<file path="config.mk">
export PLATFORM = sky130hd
export DESIGN_NAME = usbg_core
export DESIGN_NICKNAME = d
export VERILOG_FILES = /design/src/common/usbg_pkg.sv /design/src/core/usbg_baud_gen.sv /design/src/core/usbg_core.sv
export SDC_FILE = /design/constraint.sdc
export NUM_CORES = 1
export LEC_CHECK = 0
export ABC_CLOCK_PERIOD_IN_PS = 3000
export BUFFER_PORTS_ARGS = -buffer_cell sky130_fd_sc_hd__buf_2
export CAP_MARGIN = 20
export CELL_PAD_IN_SITES_DETAIL_PLACEMENT = 0
export CELL_PAD_IN_SITES_GLOBAL_PLACEMENT = 1
export CORE_MARGIN = 2
export CORE_UTILIZATION = 47
export CTS_CLUSTER_SIZE = 14
export DETAILED_ROUTE_END_ITERATION = 10
export PLACE_DENSITY_LB_ADDON = 0.1
export SLEW_MARGIN = 10
export SYNTH_ARGS = -nofsm -noshare
export SYNTH_HDL_FRONTEND = slang
export SYNTH_HIERARCHICAL = 1
export SYNTH_SLANG_ARGS = --single-unit
</file>
<file path="constraint.sdc">
create_clock -name i_sys_clk -period 3 [get_ports i_sys_clk]
set_clock_uncertainty 0.15 [all_clocks]
set_input_delay 0.3 -clock i_sys_clk [delete_from_list [all_inputs] [get_ports i_sys_clk]]
set_output_delay 0.3 -clock i_sys_clk [all_outputs]
set_load 0.02 [all_outputs]
</file>
<file path="src/common/usbg_pkg.sv">
package usbg_pkg;

  // ----------------------------------------------------------------------
  // Register offsets
  // ----------------------------------------------------------------------
  localparam logic [7:0] RCV_CTRL_OFS  = 8'h18;
  localparam logic [7:0] XMT_CTRL_OFS  = 8'h98;
  localparam logic [7:0] BAUD_DIV_OFS  = 8'h99;
  localparam logic [7:0] RCV_DATA_OFS  = 8'h1A;
  localparam logic [7:0] XMT_DATA_OFS  = 8'h19;

  // ----------------------------------------------------------------------
  // Transmit control field positions
  // ----------------------------------------------------------------------
  localparam int XC_CLK_SRC  = 7;
  localparam int XC_NINE     = 6;
  localparam int XC_TX_EN    = 5;
  localparam int XC_SYNC     = 4;
  localparam int XC_HIGH_BD  = 2;
  localparam int XC_SR_EMPTY = 1;
  localparam int XC_NINTH    = 0;

  // ----------------------------------------------------------------------
  // Receive control field positions
  // ----------------------------------------------------------------------
  localparam int RC_SP_EN    = 7;
  localparam int RC_NINE     = 6;
  localparam int RC_SINGLE   = 5;
  localparam int RC_CONT     = 4;
  localparam int RC_FRAMING_ERROR_FLAG     = 2;
  localparam int RC_OVERRUN_ERROR_FLAG     = 1;
  localparam int RC_NINTH    = 0;

  // ----------------------------------------------------------------------
  // Reset values and writable masks
  // ----------------------------------------------------------------------
  localparam logic [7:0] XMT_CTRL_RST = 8'h02;
  localparam logic [7:0] RCV_CTRL_RST = 8'h00;
  localparam logic [7:0] BAUD_DIV_RST = 8'h00;
  localparam logic [7:0] XMT_WR_MASK  = 8'hF5;
  localparam logic [7:0] RCV_WR_MASK  = 8'hF0;

  // ----------------------------------------------------------------------
  // Prescale: clock ticks per baud tick, and ticks per bit
  // ----------------------------------------------------------------------
  localparam logic [5:0] PRE_SYNC     = 6'd1;
  localparam logic [5:0] PRE_ASYNC_LO = 6'd3;
  localparam logic [5:0] PRE_ASYNC_HI = 6'd0;
  localparam logic [4:0] TICKS_LO     = 5'd15;
  localparam logic [4:0] TICKS_HI     = 5'd15;
  localparam logic [4:0] SAMPLE_A     = 5'd6;
  localparam logic [4:0] SAMPLE_B     = 5'd7;
  localparam logic [4:0] SAMPLE_C     = 5'd8;

  typedef enum logic [1:0] {USBG_IDLE, USBG_START, USBG_DATA, USBG_STOP} usbg_rx_state_t;

endpackage

</file>
<file path="src/core/usbg_baud_gen.sv">
`timescale 1ns/100ps
`default_nettype none

// ------------------------------------------------------------------------
// Free-running divider: tick every (prescale+1)*(divisor+1) clocks.
// ------------------------------------------------------------------------
module usbg_baud_gen
(
  // Clock and reset
  input  wire logic       i_sys_clk,
  input  wire logic       i_sys_rst,
  // Control
  input  wire logic       i_restart,
  input  wire logic [7:0] i_divisor,
  input  wire logic [5:0] i_prescale,
  // Tick out
  output logic            o_tick
);

  logic [5:0] pre_q;
  logic [7:0] cnt_q;
  wire        pre_wrap = (pre_q >= i_prescale);
  wire        cnt_wrap = (cnt_q >= i_divisor);

  always_ff @(posedge i_sys_clk)
  begin
    if (i_sys_rst || i_restart)
    begin
      pre_q  <= 6'h0;
      cnt_q  <= 8'h00;
      o_tick <= 1'b0;
    end
    else
    begin
      pre_q  <= pre_wrap ? 6'h0 : pre_q + 6'd1;
      if (pre_wrap)
        cnt_q <= cnt_wrap ? 8'h00 : cnt_q + 8'd1;
      o_tick <= pre_wrap && cnt_wrap;
    end
  end
endmodule

`default_nettype wire

</file>
<file path="src/core/usbg_core.sv">
`timescale 1ns/100ps
`default_nettype none

//
// Contract
// - Three modes: asynchronous full duplex, synchronous master, synchronous slave.
// - Receive control bit 7 enables the serial port pins.
// - Transmit control bit 7 picks master or slave clock in synchronous mode.
// - Transmit control bit 6 selects nine-bit transmit frames.
// - Transmit control bit 5 enables transmit; receive enables override it synchronously.
// - Transmit control bit 4 selects synchronous mode.
// - Transmit control bit 2 selects high baud speed, asynchronous only.
// - Transmit control bit 1 shows shift register empty, resets to one.
// - Transmit control bit 0 holds ninth transmit bit.
// - Receive control bit 6 selects nine-bit reception.
// - Bit 5 single receive, master only, cleared by hardware when done.
// - Bit 4 continuous receive, overrides single receive.
// - Bit 2 framing error, refreshed with each byte loaded into the receive buffer.
// - Bit 1 overrun error, cleared only by clearing continuous receive.
// - Bit 0 ninth received bit, read only.
// - Baud generator is a free-running 8-bit timer set by divisor.
// - Asynchronous baud is clock/(64(X+1)) low or clock/(16(X+1)) high.
// - Synchronous master baud is clock/(4(X+1)).
// - Writing the divisor restarts the baud timer at once.
// - Asynchronous receive pin sampled three times per bit, majority decides; synchronous takes the pin directly.
// - Asynchronous frames: start, eight or nine data LSB first, stop.
module usbg_core
(
  // Clock and reset
  input  wire logic       i_sys_clk,
  input  wire logic       i_sys_rst,
  // Register port
  input  wire logic [7:0] i_addr,
  input  wire logic [7:0] i_wdata,
  input  wire logic       i_wr,
  input  wire logic       i_rd,
  output logic      [7:0] o_rdata,
  // Transmit/clock pin
  input  wire logic       i_txck,
  output logic            o_txck,
  output logic            o_txck_oe,
  // Receive/data pin
  input  wire logic       i_rxdt,
  output logic            o_rxdt,
  output logic            o_rxdt_oe
);

  // ----------------------------------------------------------------------
  // Registers
  // ----------------------------------------------------------------------
  logic [7:0] xctl_q;
  logic [7:0] rctl_q;
  logic [7:0] div_q;
  logic [7:0] txbuf_q;
  logic       txbuf_full_q;
  logic [7:0] rxbuf_q;
  logic       rxbuf_full_q;
  logic       framing_error_flag_q;
  logic       overrun_error_flag_q;
  logic       rx9_q;

  wire wr_x   = i_wr && (i_addr == usbg_pkg::XMT_CTRL_OFS);
  wire wr_r   = i_wr && (i_addr == usbg_pkg::RCV_CTRL_OFS);
  wire wr_d   = i_wr && (i_addr == usbg_pkg::BAUD_DIV_OFS);
  wire wr_t   = i_wr && (i_addr == usbg_pkg::XMT_DATA_OFS);
  wire rd_buf = i_rd && (i_addr == usbg_pkg::RCV_DATA_OFS);

  wire sp_en    = rctl_q[usbg_pkg::RC_SP_EN];
  wire sync_md  = xctl_q[usbg_pkg::XC_SYNC];
  wire master   = xctl_q[usbg_pkg::XC_CLK_SRC];
  wire high_bd  = xctl_q[usbg_pkg::XC_HIGH_BD];
  wire continuous_receive_enable     = rctl_q[usbg_pkg::RC_CONT];
  wire single_receive_enable_act = sync_md && master && rctl_q[usbg_pkg::RC_SINGLE];
  wire rx_en    = sp_en && (continuous_receive_enable || single_receive_enable_act);
  wire tx_en    = sp_en && xctl_q[usbg_pkg::XC_TX_EN] && !(sync_md && (continuous_receive_enable || single_receive_enable_act));

  // ----------------------------------------------------------------------
  // Baud generator
  // ----------------------------------------------------------------------
  logic       tick;
  wire  [5:0] prescale = sync_md ? usbg_pkg::PRE_SYNC :
                         (high_bd ? usbg_pkg::PRE_ASYNC_HI : usbg_pkg::PRE_ASYNC_LO);

  usbg_baud_gen u_baud
  (
    .i_sys_clk  (i_sys_clk),
    .i_sys_rst  (i_sys_rst),
    .i_restart  (wr_d),
    .i_divisor  (div_q),
    .i_prescale (prescale),
    .o_tick     (tick)
  );

  // ----------------------------------------------------------------------
  // Pin synchronisers
  // ----------------------------------------------------------------------
  logic [1:0] rx_s_q;
  logic [1:0] ck_s_q;
  logic       ck_d_q;
  always_ff @(posedge i_sys_clk)
  begin
    if (i_sys_rst)
    begin
      rx_s_q <= 2'b11;
      ck_s_q <= 2'b00;
      ck_d_q <= 1'b0;
    end
    else
    begin
      rx_s_q <= {rx_s_q[0], i_rxdt};
      ck_s_q <= {ck_s_q[0], i_txck};
      ck_d_q <= ck_s_q[1];
    end
  end
  wire rx_in   = rx_s_q[1];
  wire ck_rise = ck_s_q[1] && !ck_d_q;
  wire ck_fall = !ck_s_q[1] && ck_d_q;

  // Sixteen ticks per async bit; in synchronous master mode a tick is half a clock.
  logic [4:0] sub_q, tsub_q;
  logic [2:0] smp_q;
  logic       sck_q;
  wire  [4:0] tpb = high_bd ? usbg_pkg::TICKS_HI : usbg_pkg::TICKS_LO;
  wire        async_bit_end = tick && (sub_q == tpb);
  wire        t_bit_end     = tick && (tsub_q == tpb);
  wire        maj = (smp_q[0] & smp_q[1]) | (smp_q[0] & smp_q[2]) | (smp_q[1] & smp_q[2]);
  wire        shift_in_edge  = sync_md ? (master ? (tick && sck_q) : ck_rise) : async_bit_end;
  wire        shift_out_edge = sync_md ? (master ? (tick && !sck_q) : ck_fall) : t_bit_end;

  // ----------------------------------------------------------------------
  // Transmitter
  // ----------------------------------------------------------------------
  logic [9:0] tsr_q;
  logic [3:0] tcnt_q;
  logic       tbusy_q;
  wire        t_nine  = xctl_q[usbg_pkg::XC_NINE];
  wire [3:0]  t_bits  = sync_md ? (t_nine ? 4'd9 : 4'd8) : (t_nine ? 4'd11 : 4'd10);
  wire        t_load  = tx_en && txbuf_full_q && !tbusy_q;

  always_ff @(posedge i_sys_clk)
  begin
    if (i_sys_rst || !tx_en)
    begin
      tsr_q   <= 10'h3FF;
      tcnt_q  <= 4'd0;
      tsub_q  <= 5'd0;
      tbusy_q <= 1'b0;
    end
    else if (t_load)
    begin
      // (async: start bit first, LSB first); ninth bit.
      tsr_q   <= sync_md ? {1'b1, xctl_q[usbg_pkg::XC_NINTH], txbuf_q}
                         : {xctl_q[usbg_pkg::XC_NINTH], txbuf_q, 1'b0};
      tcnt_q  <= 4'd0;
      tsub_q  <= 5'd0;
      tbusy_q <= 1'b1;
    end
    else if (tbusy_q && shift_out_edge)
    begin
      tsr_q  <= {1'b1, tsr_q[9:1]};
      tcnt_q <= tcnt_q + 4'd1;
      tsub_q <= 5'd0;
      if (tcnt_q + 4'd1 == t_bits)
        tbusy_q <= 1'b0;
    end
    else if (tick)
      tsub_q <= tsub_q + 5'd1;
  end

  // Async: stop bit is the idle high after a shifted-out nine/ten bit frame.
  wire t_line = (!t_nine && !sync_md && tcnt_q == 4'd9) ? 1'b1 : tsr_q[0];

  // ----------------------------------------------------------------------
  // Receiver
  // ----------------------------------------------------------------------
  usbg_pkg::usbg_rx_state_t rst_q;
  logic [8:0] rsr_q;
  logic [3:0] rcnt_q;
  wire        r_nine = rctl_q[usbg_pkg::RC_NINE];
  wire [3:0]  r_bits = r_nine ? 4'd9 : 4'd8;
  logic       r_done;
  logic       r_framing_error_flag;
  wire        r_bit  = sync_md ? rx_in : maj;

  always_ff @(posedge i_sys_clk)
  begin
    if (i_sys_rst || !rx_en)
    begin
      rst_q  <= usbg_pkg::USBG_IDLE;
      rsr_q  <= 9'h000;
      rcnt_q <= 4'd0;
      sub_q  <= 5'd0;
      smp_q  <= 3'b111;
      r_done <= 1'b0;
      r_framing_error_flag <= 1'b0;
    end
    else
    begin
      r_done <= 1'b0;
      if (tick)
      begin
        sub_q <= (sub_q == tpb) ? 5'd0 : sub_q + 5'd1;
        if (sub_q == usbg_pkg::SAMPLE_A) smp_q[0] <= rx_in;
        if (sub_q == usbg_pkg::SAMPLE_B) smp_q[1] <= rx_in;
        if (sub_q == usbg_pkg::SAMPLE_C) smp_q[2] <= rx_in;
      end
      case (rst_q)
        usbg_pkg::USBG_IDLE:
        begin
          rcnt_q <= 4'd0;
          if (sync_md)
            rst_q <= usbg_pkg::USBG_DATA;
          else if (!rx_in)
          begin
            sub_q <= 5'd0;
            rst_q <= usbg_pkg::USBG_START;
          end
        end
        usbg_pkg::USBG_START:
          if (async_bit_end)
            rst_q <= maj ? usbg_pkg::USBG_IDLE : usbg_pkg::USBG_DATA;
        usbg_pkg::USBG_DATA:
          if (shift_in_edge)
          begin
            rsr_q  <= r_nine ? {r_bit, rsr_q[8:1]} : {1'b0, r_bit, rsr_q[7:1]};
            rcnt_q <= rcnt_q + 4'd1;
            if (rcnt_q + 4'd1 == r_bits)
            begin
              if (sync_md)
              begin
                r_done <= 1'b1;
                r_framing_error_flag <= 1'b0;
                rst_q  <= usbg_pkg::USBG_IDLE;
              end
              else
                rst_q <= usbg_pkg::USBG_STOP;
            end
          end
        usbg_pkg::USBG_STOP:
          if (async_bit_end)
          begin
            r_done <= 1'b1;
            r_framing_error_flag <= !maj;
            rst_q  <= usbg_pkg::USBG_IDLE;
          end
        default:
          rst_q <= usbg_pkg::USBG_IDLE;
      endcase
    end
  end

  // ----------------------------------------------------------------------
  // Register writes and status
  // ----------------------------------------------------------------------
  always_ff @(posedge i_sys_clk)
  begin
    if (i_sys_rst)
    begin
      xctl_q       <= usbg_pkg::XMT_CTRL_RST;
      rctl_q       <= usbg_pkg::RCV_CTRL_RST;
      div_q        <= usbg_pkg::BAUD_DIV_RST;
      txbuf_q      <= 8'h00;
      txbuf_full_q <= 1'b0;
      rxbuf_q      <= 8'h00;
      rxbuf_full_q <= 1'b0;
      framing_error_flag_q       <= 1'b0;
      overrun_error_flag_q       <= 1'b0;
      rx9_q        <= 1'b0;
      sck_q        <= 1'b1;
    end
    else
    begin
      if (wr_x)
        xctl_q <= (i_wdata & usbg_pkg::XMT_WR_MASK) | (xctl_q & ~usbg_pkg::XMT_WR_MASK);
      xctl_q[usbg_pkg::XC_SR_EMPTY] <= !(tbusy_q || t_load);
      if (wr_d)
        div_q <= i_wdata;
      if (wr_t)
        txbuf_q <= i_wdata;
      if (wr_t)
        txbuf_full_q <= 1'b1;
      else if (t_load)
        txbuf_full_q <= 1'b0;
      if (wr_r)
        rctl_q <= (i_wdata & usbg_pkg::RCV_WR_MASK) | (rctl_q & ~usbg_pkg::RCV_WR_MASK);
      if (r_done && single_receive_enable_act && !continuous_receive_enable)
        rctl_q[usbg_pkg::RC_SINGLE] <= 1'b0;
      if (!continuous_receive_enable)
        overrun_error_flag_q <= 1'b0;
      else if (r_done && rxbuf_full_q && !rd_buf)
        overrun_error_flag_q <= 1'b1;
      if (r_done && !(rxbuf_full_q && !rd_buf))
      begin
        rxbuf_q      <= rsr_q[7:0];
        rx9_q        <= rsr_q[8];
        framing_error_flag_q       <= r_framing_error_flag;
        rxbuf_full_q <= 1'b1;
      end
      else if (rd_buf)
        rxbuf_full_q <= 1'b0;
      if (tick && sync_md && master)
        sck_q <= !sck_q;
      else if (!(sync_md && master))
        sck_q <= 1'b1;
    end
  end

  // ----------------------------------------------------------------------
  // Read mux and pins
  // ----------------------------------------------------------------------
  wire [7:0] rctl_rd = {rctl_q[7:4], 1'b0, framing_error_flag_q, overrun_error_flag_q, rx9_q};
  wire [7:0] rd_mux  = (i_addr == usbg_pkg::XMT_CTRL_OFS) ? {xctl_q[7:4], 1'b0, xctl_q[2:0]} :
                       (i_addr == usbg_pkg::RCV_CTRL_OFS) ? rctl_rd :
                       (i_addr == usbg_pkg::BAUD_DIV_OFS) ? div_q :
                       (i_addr == usbg_pkg::RCV_DATA_OFS) ? rxbuf_q : 8'h00;

  always_ff @(posedge i_sys_clk)
  begin
    if (i_sys_rst)
    begin
      o_rdata   <= 8'h00;
      o_txck    <= 1'b1;
      o_txck_oe <= 1'b0;
      o_rxdt    <= 1'b1;
      o_rxdt_oe <= 1'b0;
    end
    else
    begin
      o_rdata <= i_rd ? rd_mux : 8'h00;
      // pin roles follow port enable and mode.
      if (!sp_en)
      begin
        o_txck_oe <= 1'b0;
        o_rxdt_oe <= 1'b0;
        o_txck    <= 1'b1;
        o_rxdt    <= 1'b1;
      end
      else if (!sync_md)
      begin
        o_txck_oe <= tx_en;
        o_txck    <= tbusy_q ? t_line : 1'b1;
        o_rxdt_oe <= 1'b0;
        o_rxdt    <= 1'b1;
      end
      else
      begin
        o_txck_oe <= master;
        o_txck    <= sck_q;
        o_rxdt_oe <= tx_en && tbusy_q;
        o_rxdt    <= tsr_q[0];
      end
    end
  end
endmodule

`default_nettype wire

</file>
Word level (Yosys, flattened, before mapping)
Index checks and enable logic that the tools add are counted.
{"block": "op_classes", "n_shift": 0, "magnitude_cmp": 2, "div": 0, "bitwise": 11, "n_eq_ne": 23, "n_mux": 59, "add_sub_neg": 6, "n_reduce_logical": 75, "n_mul": 0}
{"operator": "two-way mux 8 bit", "n": 5}
{"operator": "logical AND 1 bit", "n": 32}
{"operator": "two-way mux 10 bit", "n": 3}
{"operator": "two-way mux 1 bit", "n": 29}
{"operator": "two-way mux 5 bit", "n": 5}
{"operator": "equality test 8 x 5 -> 1 bit (second input constant)", "n": 3}
{"operator": "two-way mux 2 bit", "n": 11}
{"operator": "equality test 8 bit (second input constant)", "n": 2}
{"operator": "bitwise OR 8 x 4 -> 8 bit", "n": 2}
{"operator": "equality test 5 x 4 -> 1 bit (second input constant)", "n": 3}
{"operator": "logical NOT 1 bit", "n": 14}
{"operator": "AND reduction 2 bit", "n": 6}
{"operator": "nonzero test 2 bit", "n": 6}
{"operator": "OR reduction 2 bit", "n": 6}
{"operator": "adder 5 x 1 -> 5 bit (second input constant)", "n": 2}
{"operator": "equality test 5 x 3 -> 1 bit (second input constant)", "n": 2}
{"operator": "!= test 2 bit (second input constant)", "n": 5}
{"operator": "AND reduction 5 bit", "n": 2}
{"operator": "two-way mux 9 bit", "n": 1}
{"operator": "adder 4 x 1 -> 4 bit (second input constant)", "n": 2}
{"operator": "adder 8 x 1 -> 8 bit (second input constant)", "n": 1}
{"operator": "equality test 4 bit", "n": 2}
{"operator": "greater-or-equal comparator 8 bit", "n": 1}
{"operator": "case mux 2 bit (4 select lines)", "n": 1}
{"operator": "other kinds (17)", "n": 30}
{"block": "totals", "word_cells": 214, "mem_count": 0, "mem_bits_rw": 0, "output_inout_bits": 12, "mem_bits_ro": 0, "reg_bits": 123, "latch_bits": 0, "inputBits": 22}

Longest topological paths before layout
{"block": "depth", "ltp_word": 10, "mapped_depth": 11}

By module
Netlist, hierarchy kept.
{"module": "usbg_core", "n_inst": 1, "cells_per_inst": 501, "seq_area_each_um2": 2062.0, "area_per_inst_um2": 4610.7}
{"module": "usbg_baud_gen", "n_inst": 1, "cells_per_inst": 112, "seq_area_each_um2": 300.3, "area_per_inst_um2": 1036.0}

Least setup slack after synthesis
OpenSTA, ideal clock, no wires.
{"block": "synth_path", "path_type": "reg2reg", "start": "reg xctl_q[4]", "end": "reg u_baud.cnt_q[0]", "n_path_buf": 3, "setup_time_ns": 0.121, "arrival_ns": 2.241, "synth_period_minus_slack_ns": 2.512, "slack_ns": 0.488, "path_stages_with_launch": 11, "path_cell_list": "dfxtp_1 buf_2 buf_2 buf_2 nor2_1 inv_1 ha_1 a21o_1 a211oi_2 nor3_4 mux2_4"}
{"block": "synth_via", "elab_chain_len": 2}
{"item": "from (decl)", "line_no": "usbg_core.sv:51", "text": "logic [7:0] xctl_q;"}
{"item": "from (signal assigned)", "line_no": "usbg_core.sv:259", "text": "xctl_q <= usbg_pkg::XMT_CTRL_RST;"}
{"item": "from (signal assigned)", "line_no": "usbg_core.sv:274", "text": "xctl_q <= (i_wdata & usbg_pkg::XMT_WR_MASK) | (xctl_q & ~usbg_pkg::XMT_WR_MASK);"}
{"item": "from (signal, indexed assignment)", "line_no": "usbg_core.sv:275", "text": "xctl_q[usbg_pkg::XC_SR_EMPTY] <= !(tbusy_q || t_load);"}
{"item": "two-way mux 2 bit", "line_no": "usbg_core.sv:81", "text": "wire [5:0] prescale = sync_md ? usbg_pkg::PRE_SYNC :"}
{"item": "net prescale[1]", "line_no": "usbg_core.sv:81"}
{"item": "greater-or-equal comparator 6 x 2 -> 1 bit", "line_no": "usbg_baud_gen.sv:22", "text": "wire pre_wrap = (pre_q >= i_prescale);"}
{"item": "to (signal assigned)", "line_no": "usbg_baud_gen.sv:37", "text": "cnt_q <= cnt_wrap ? 8'h00 : cnt_q + 8'd1;"}
{"item": "to (decl)", "line_no": "usbg_baud_gen.sv:21", "text": "logic [7:0] cnt_q;"}
The timed path passes the listed nets, and every way through them passes these cells.
A chain may end at the register's enable or synchronous reset.

Worst setup path in the final report
{"block": "layout_path", "start": "reg tsub_q[0]", "end": "reg tsub_q[4]"}
{"block": "layout_via", "elab_chain_len": 5, "elab_cells_between_ends": 6}
{"item": "from (decl)", "line_no": "usbg_core.sv:120", "text": "logic [4:0] sub_q, tsub_q;"}
{"item": "from (signal assigned)", "line_no": "usbg_core.sv:167", "text": "tsub_q <= tsub_q + 5'd1;"}
{"item": "equality test 5 x 4 -> 1 bit", "line_no": "usbg_core.sv:125", "text": "wire t_bit_end = tick && (tsub_q == tpb);"}
{"item": "logical AND 1 bit", "line_no": "usbg_core.sv:125"}
{"item": "two-way mux 1 bit", "line_no": "usbg_core.sv:128", "text": "wire shift_out_edge = sync_md ? (master ? (tick && !sck_q) : ck_fall) : t_bit_end;"}
{"item": "logical AND 1 bit", "line_no": "usbg_core.sv:158", "text": "else if (tbusy_q && shift_out_edge)"}
{"item": "OR reduction 3 bit (no source line)"}
Parallel ways exist; a longest one is shown, timed or not.

==> flow_metrics.env <==
export IMPL_cpPeakStageDelay_ns=0.62
export IMPL_dpl_cell_area_mm2=0.005936
export IMPL_antenna_found_initial=0
export IMPL_worstSetupPathType="flop to flop"
export IMPL_num_io_pins=34
export IMPL_syn_area_mm2=0.005647
export IMPL_run_status="complete, no violations"
export IMPL_vias=4445
export IMPL_synth_top_area_frac=0.4183
export IMPL_setup_tns_ns=0
export IMPL_slew_headroom=0.4970
export IMPL_routed_wirelength_um=12850
export IMPL_grt_overflow=0
export IMPL_area_delta_synth_final_pct=15.73
export IMPL_yosysTopAreaCell="dfxtp_1"
export IMPL_clockBufferDepth=2
export IMPL_hold_violations=0
export IMPL_drcViolationCount=0
export IMPL_critPathSlowestCell="o31ai_1"
export IMPL_synth_distinct_cells=70
export IMPL_layout_cells_non_filler=808
export IMPL_worstSetupStartpointType="flop"
export IMPL_p_comb_frac=0.028
export IMPL_die_area_mm2=0.01291
export IMPL_ys_async_sr_fraction=0
export IMPL_power_per_cell_area_mw_per_mm2=554.3
export IMPL_vdd_drop_max_mv=0.5006
export IMPL_postCtsSetupBuffers=0
export IMPL_core_area_mm2=0.01186
export IMPL_cts_root_buf="clkbuf_16"
export IMPL_grtUsageTotal=0.2102
export IMPL_cpMostUsedCell="ha_1"
export IMPL_power_switching_mw=0.7303
export IMPL_period_needed_ns=2.500
export IMPL_path_cells="ha_1 -> and3_1 -> ha_1 -> and3b_1 -> o31ai_1 -> nand2_1 -> a211oi_1"
export IMPL_fp_row_count=40
export IMPL_numCtsBuffers=17
export IMPL_cp_end_kind="flop"
export IMPL_timing_final_crit_share=0.8335
export IMPL_worst_hold_slack_ns=0.01220
export IMPL_seqPwrFrac=0.438
export IMPL_cp_arrival_ns=2.68
export IMPL_avgSynthCellArea_um2=9.212
export IMPL_p_clk_frac=0.534
export IMPL_yosysSeqAreaShare=0.4183
export IMPL_switching_share=0.2016
export IMPL_nFillCells=1069
export IMPL_power_leakage_nw=2.590
export IMPL_nets=697
export IMPL_die_w_um=113.6
export IMPL_clk_pin_slew_worst_paths_ns=0.05
export IMPL_grt_pass1_wl_um=21320
export IMPL_wl_per_cell_um=15.90
export IMPL_hp_class="input port to flop"
export IMPL_synth_top_cells_by_count="118 x dfxtp_1, 67 x nor2_1, 57 x mux2i_1, 45 x nand2_1, 34 x a21oi_1"
export IMPL_gp_congestion=0.7850
export IMPL_ant_nets=0
export IMPL_final_cell_area_mm2=0.006535
export IMPL_htreeDepth=4
export IMPL_synth_edf_count=0
export IMPL_postSynthCellCount=613
export IMPL_die_y_um=113.6
export IMPL_cts_sinks=118
export IMPL_yosysMostFrequentCell="dfxtp_1"
export IMPL_cts_tree="yes"
export IMPL_setup_viol=0
export IMPL_rsz0062_at_grt="no"
export IMPL_numPortBuffers=33
export IMPL_ctsResizeCount=0
export IMPL_drive_gt1_frac=0.1377
export IMPL_initial_core_util=0.4761
export IMPL_fmax_mhz=399.9
export IMPL_internal_power_mw=2.892
export IMPL_reg2reg_slack_ns=0.50
export IMPL_tightest_slew_ns=0.7546
export IMPL_grt_pass1_vias=4269
export IMPL_synth_seq_cells=118
export IMPL_drt_pass1_iter_count=4
export IMPL_dp_cells=776
export IMPL_crit_fanout=5
export IMPL_grt_start_max_net_pins=43
export IMPL_synth_area_leaders="dfxtp_1 42%, mux2i_1 10%, ha_1 5.3%"
export IMPL_hpwl_um=9396
export IMPL_antenna_cells=0
export IMPL_drt_iter0_drc=255
export IMPL_vias_per_cell=5.501
export IMPL_final_max_slew_viol_count=0
export IMPL_synth_warning_count=6
export IMPL_synth_top_flop_cell="dfxtp_1"
export IMPL_cp_required_ns=3.18
export IMPL_clkLatencyLatePin_ns=0.41
export IMPL_max_cap_violations=0
[layer usage]
metal / vias to the layer above / track usage / part of all wire
li1: 2243 / - / -
met1: 2125 / 0.2753 / 0.48
met2: 65 / 0.3353 / 0.47
met3: 12 / 0.05473 / 0.032
met4: 0 / 0.07805 / 0.014
met5: - / 0 / 0
[metrics by stage]
stage	setup WS, ns	power [mW]	util
detailed placement	0.5230	1.715	0.5004
global placement	0.5909	1.713	0.5004
CTS	0.5148	3.665	0.5509
global route	0.3432	3.730	0.5509
finish	0.4995	3.622	0.5509
floorplan	0.4879	1.675	-
[power by group through the flow]
stage / combinational [mW] / clock [mW] / sequential, mW
2_1_floorplan: 0.0606 / 0 / 1.61
3_3_place_gp: 0.0959 / 0 / 1.62
3_5_place_dp: 0.0981 / 0 / 1.62
4_1_cts: 0.101 / 1.98 / 1.58
5_1_grt: 0.114 / 2.03 / 1.58
6_report: 0.101 / 1.94 / 1.59
[layout make-up]
cell class	instances	area, µm²	share of cell area
Clock inverter	3	40.04	0.006127
Sequential cell	118	2362	0.3615
Inverter	24	90.09	0.01379
Timing Repair Buffer	46	270.3	0.04136
Multi-Input combinational cell	444	3059	0.4681
Tap cell	147	183.9	0.02814
Clock buffer	26	529.3	0.08099
[state kept, by name (all words and copies together) (netlist names), 5 cells and up]
name and count:
txbuf_q 8, sub_q 5, u_baud/pre_q 6, rxbuf_q 8
xctl_q 7, rsr_q 9, o_rdata 8, tsr_q 10
tsub_q 5, div_q 8, u_baud/cnt_q 8
[layout by cell type (no fill, tap or decap), types with 3 or more instances in the layout]
cell	count
nand3b_1	3
nor4bb_1	3
xnor2_1	6
buf_2	33
a211oi_1	5
dlygate4sd3_1	3
dfxtp_1	118
buf_4	10
o211ai_1	4
o31ai_1	8
and2_1	3
xor2_1	10
a31oi_1	4
clkbuf_16	17
conb_1	4
nor3_1	5
mux2i_1	57
nor2b_1	22
o2bb2ai_1	6
or3_1	4
clkbuf_8	7
a21oi_1	34
nand3_1	17
ha_1	24
a22o_1	7
and3_1	13
a22oi_1	10
or2_2	5
nor2_1	67
nand2_1	45
inv_1	24
nand2b_1	7
o21ai_0	22
[kinds of logic (layout without fill, tap and decap cells)]
kind of cell    count (synthesis)  after routing  synth area share
other cells                     1              4         0.0006641
compound gates                122            122            0.1513
simple gates                  217            217            0.2003
mux                            60             60            0.1077
flops                         118            118            0.4183
fa+ha+maj                      25             25           0.05495
xor+xnor                       16             16           0.02482
buf+inv                        54             99           0.04188
[final timing paths]
kind                                 start          to  depth (start not counted)
worst max-delay path             tsub_q[0]   tsub_q[4]                          7
worst min-delay path            i_wdata[1]  txbuf_q[1]                          3
worst max register to register   tsub_q[0]   tsub_q[4]                          7
worst min register to register   rx_s_q[0]   rx_s_q[1]                          1
[worst max-delay path: cells and delay by family (launching register included)]
kind                     cells  cell delay, ns
AND/OR/NAND/NOR              3            0.66
adder cells (fa/ha/maj)      2            0.38
flip-flops                   1            0.34
AO/OA/AOI/OAI                2            0.89
[timing repair]
action / CTS / global route
hold endpoints to repair: 3 / 0
hold buffers: 3 / 0
endpoints found under the setup margin: 0 / 0
Power figures use the tool's default switching activity.
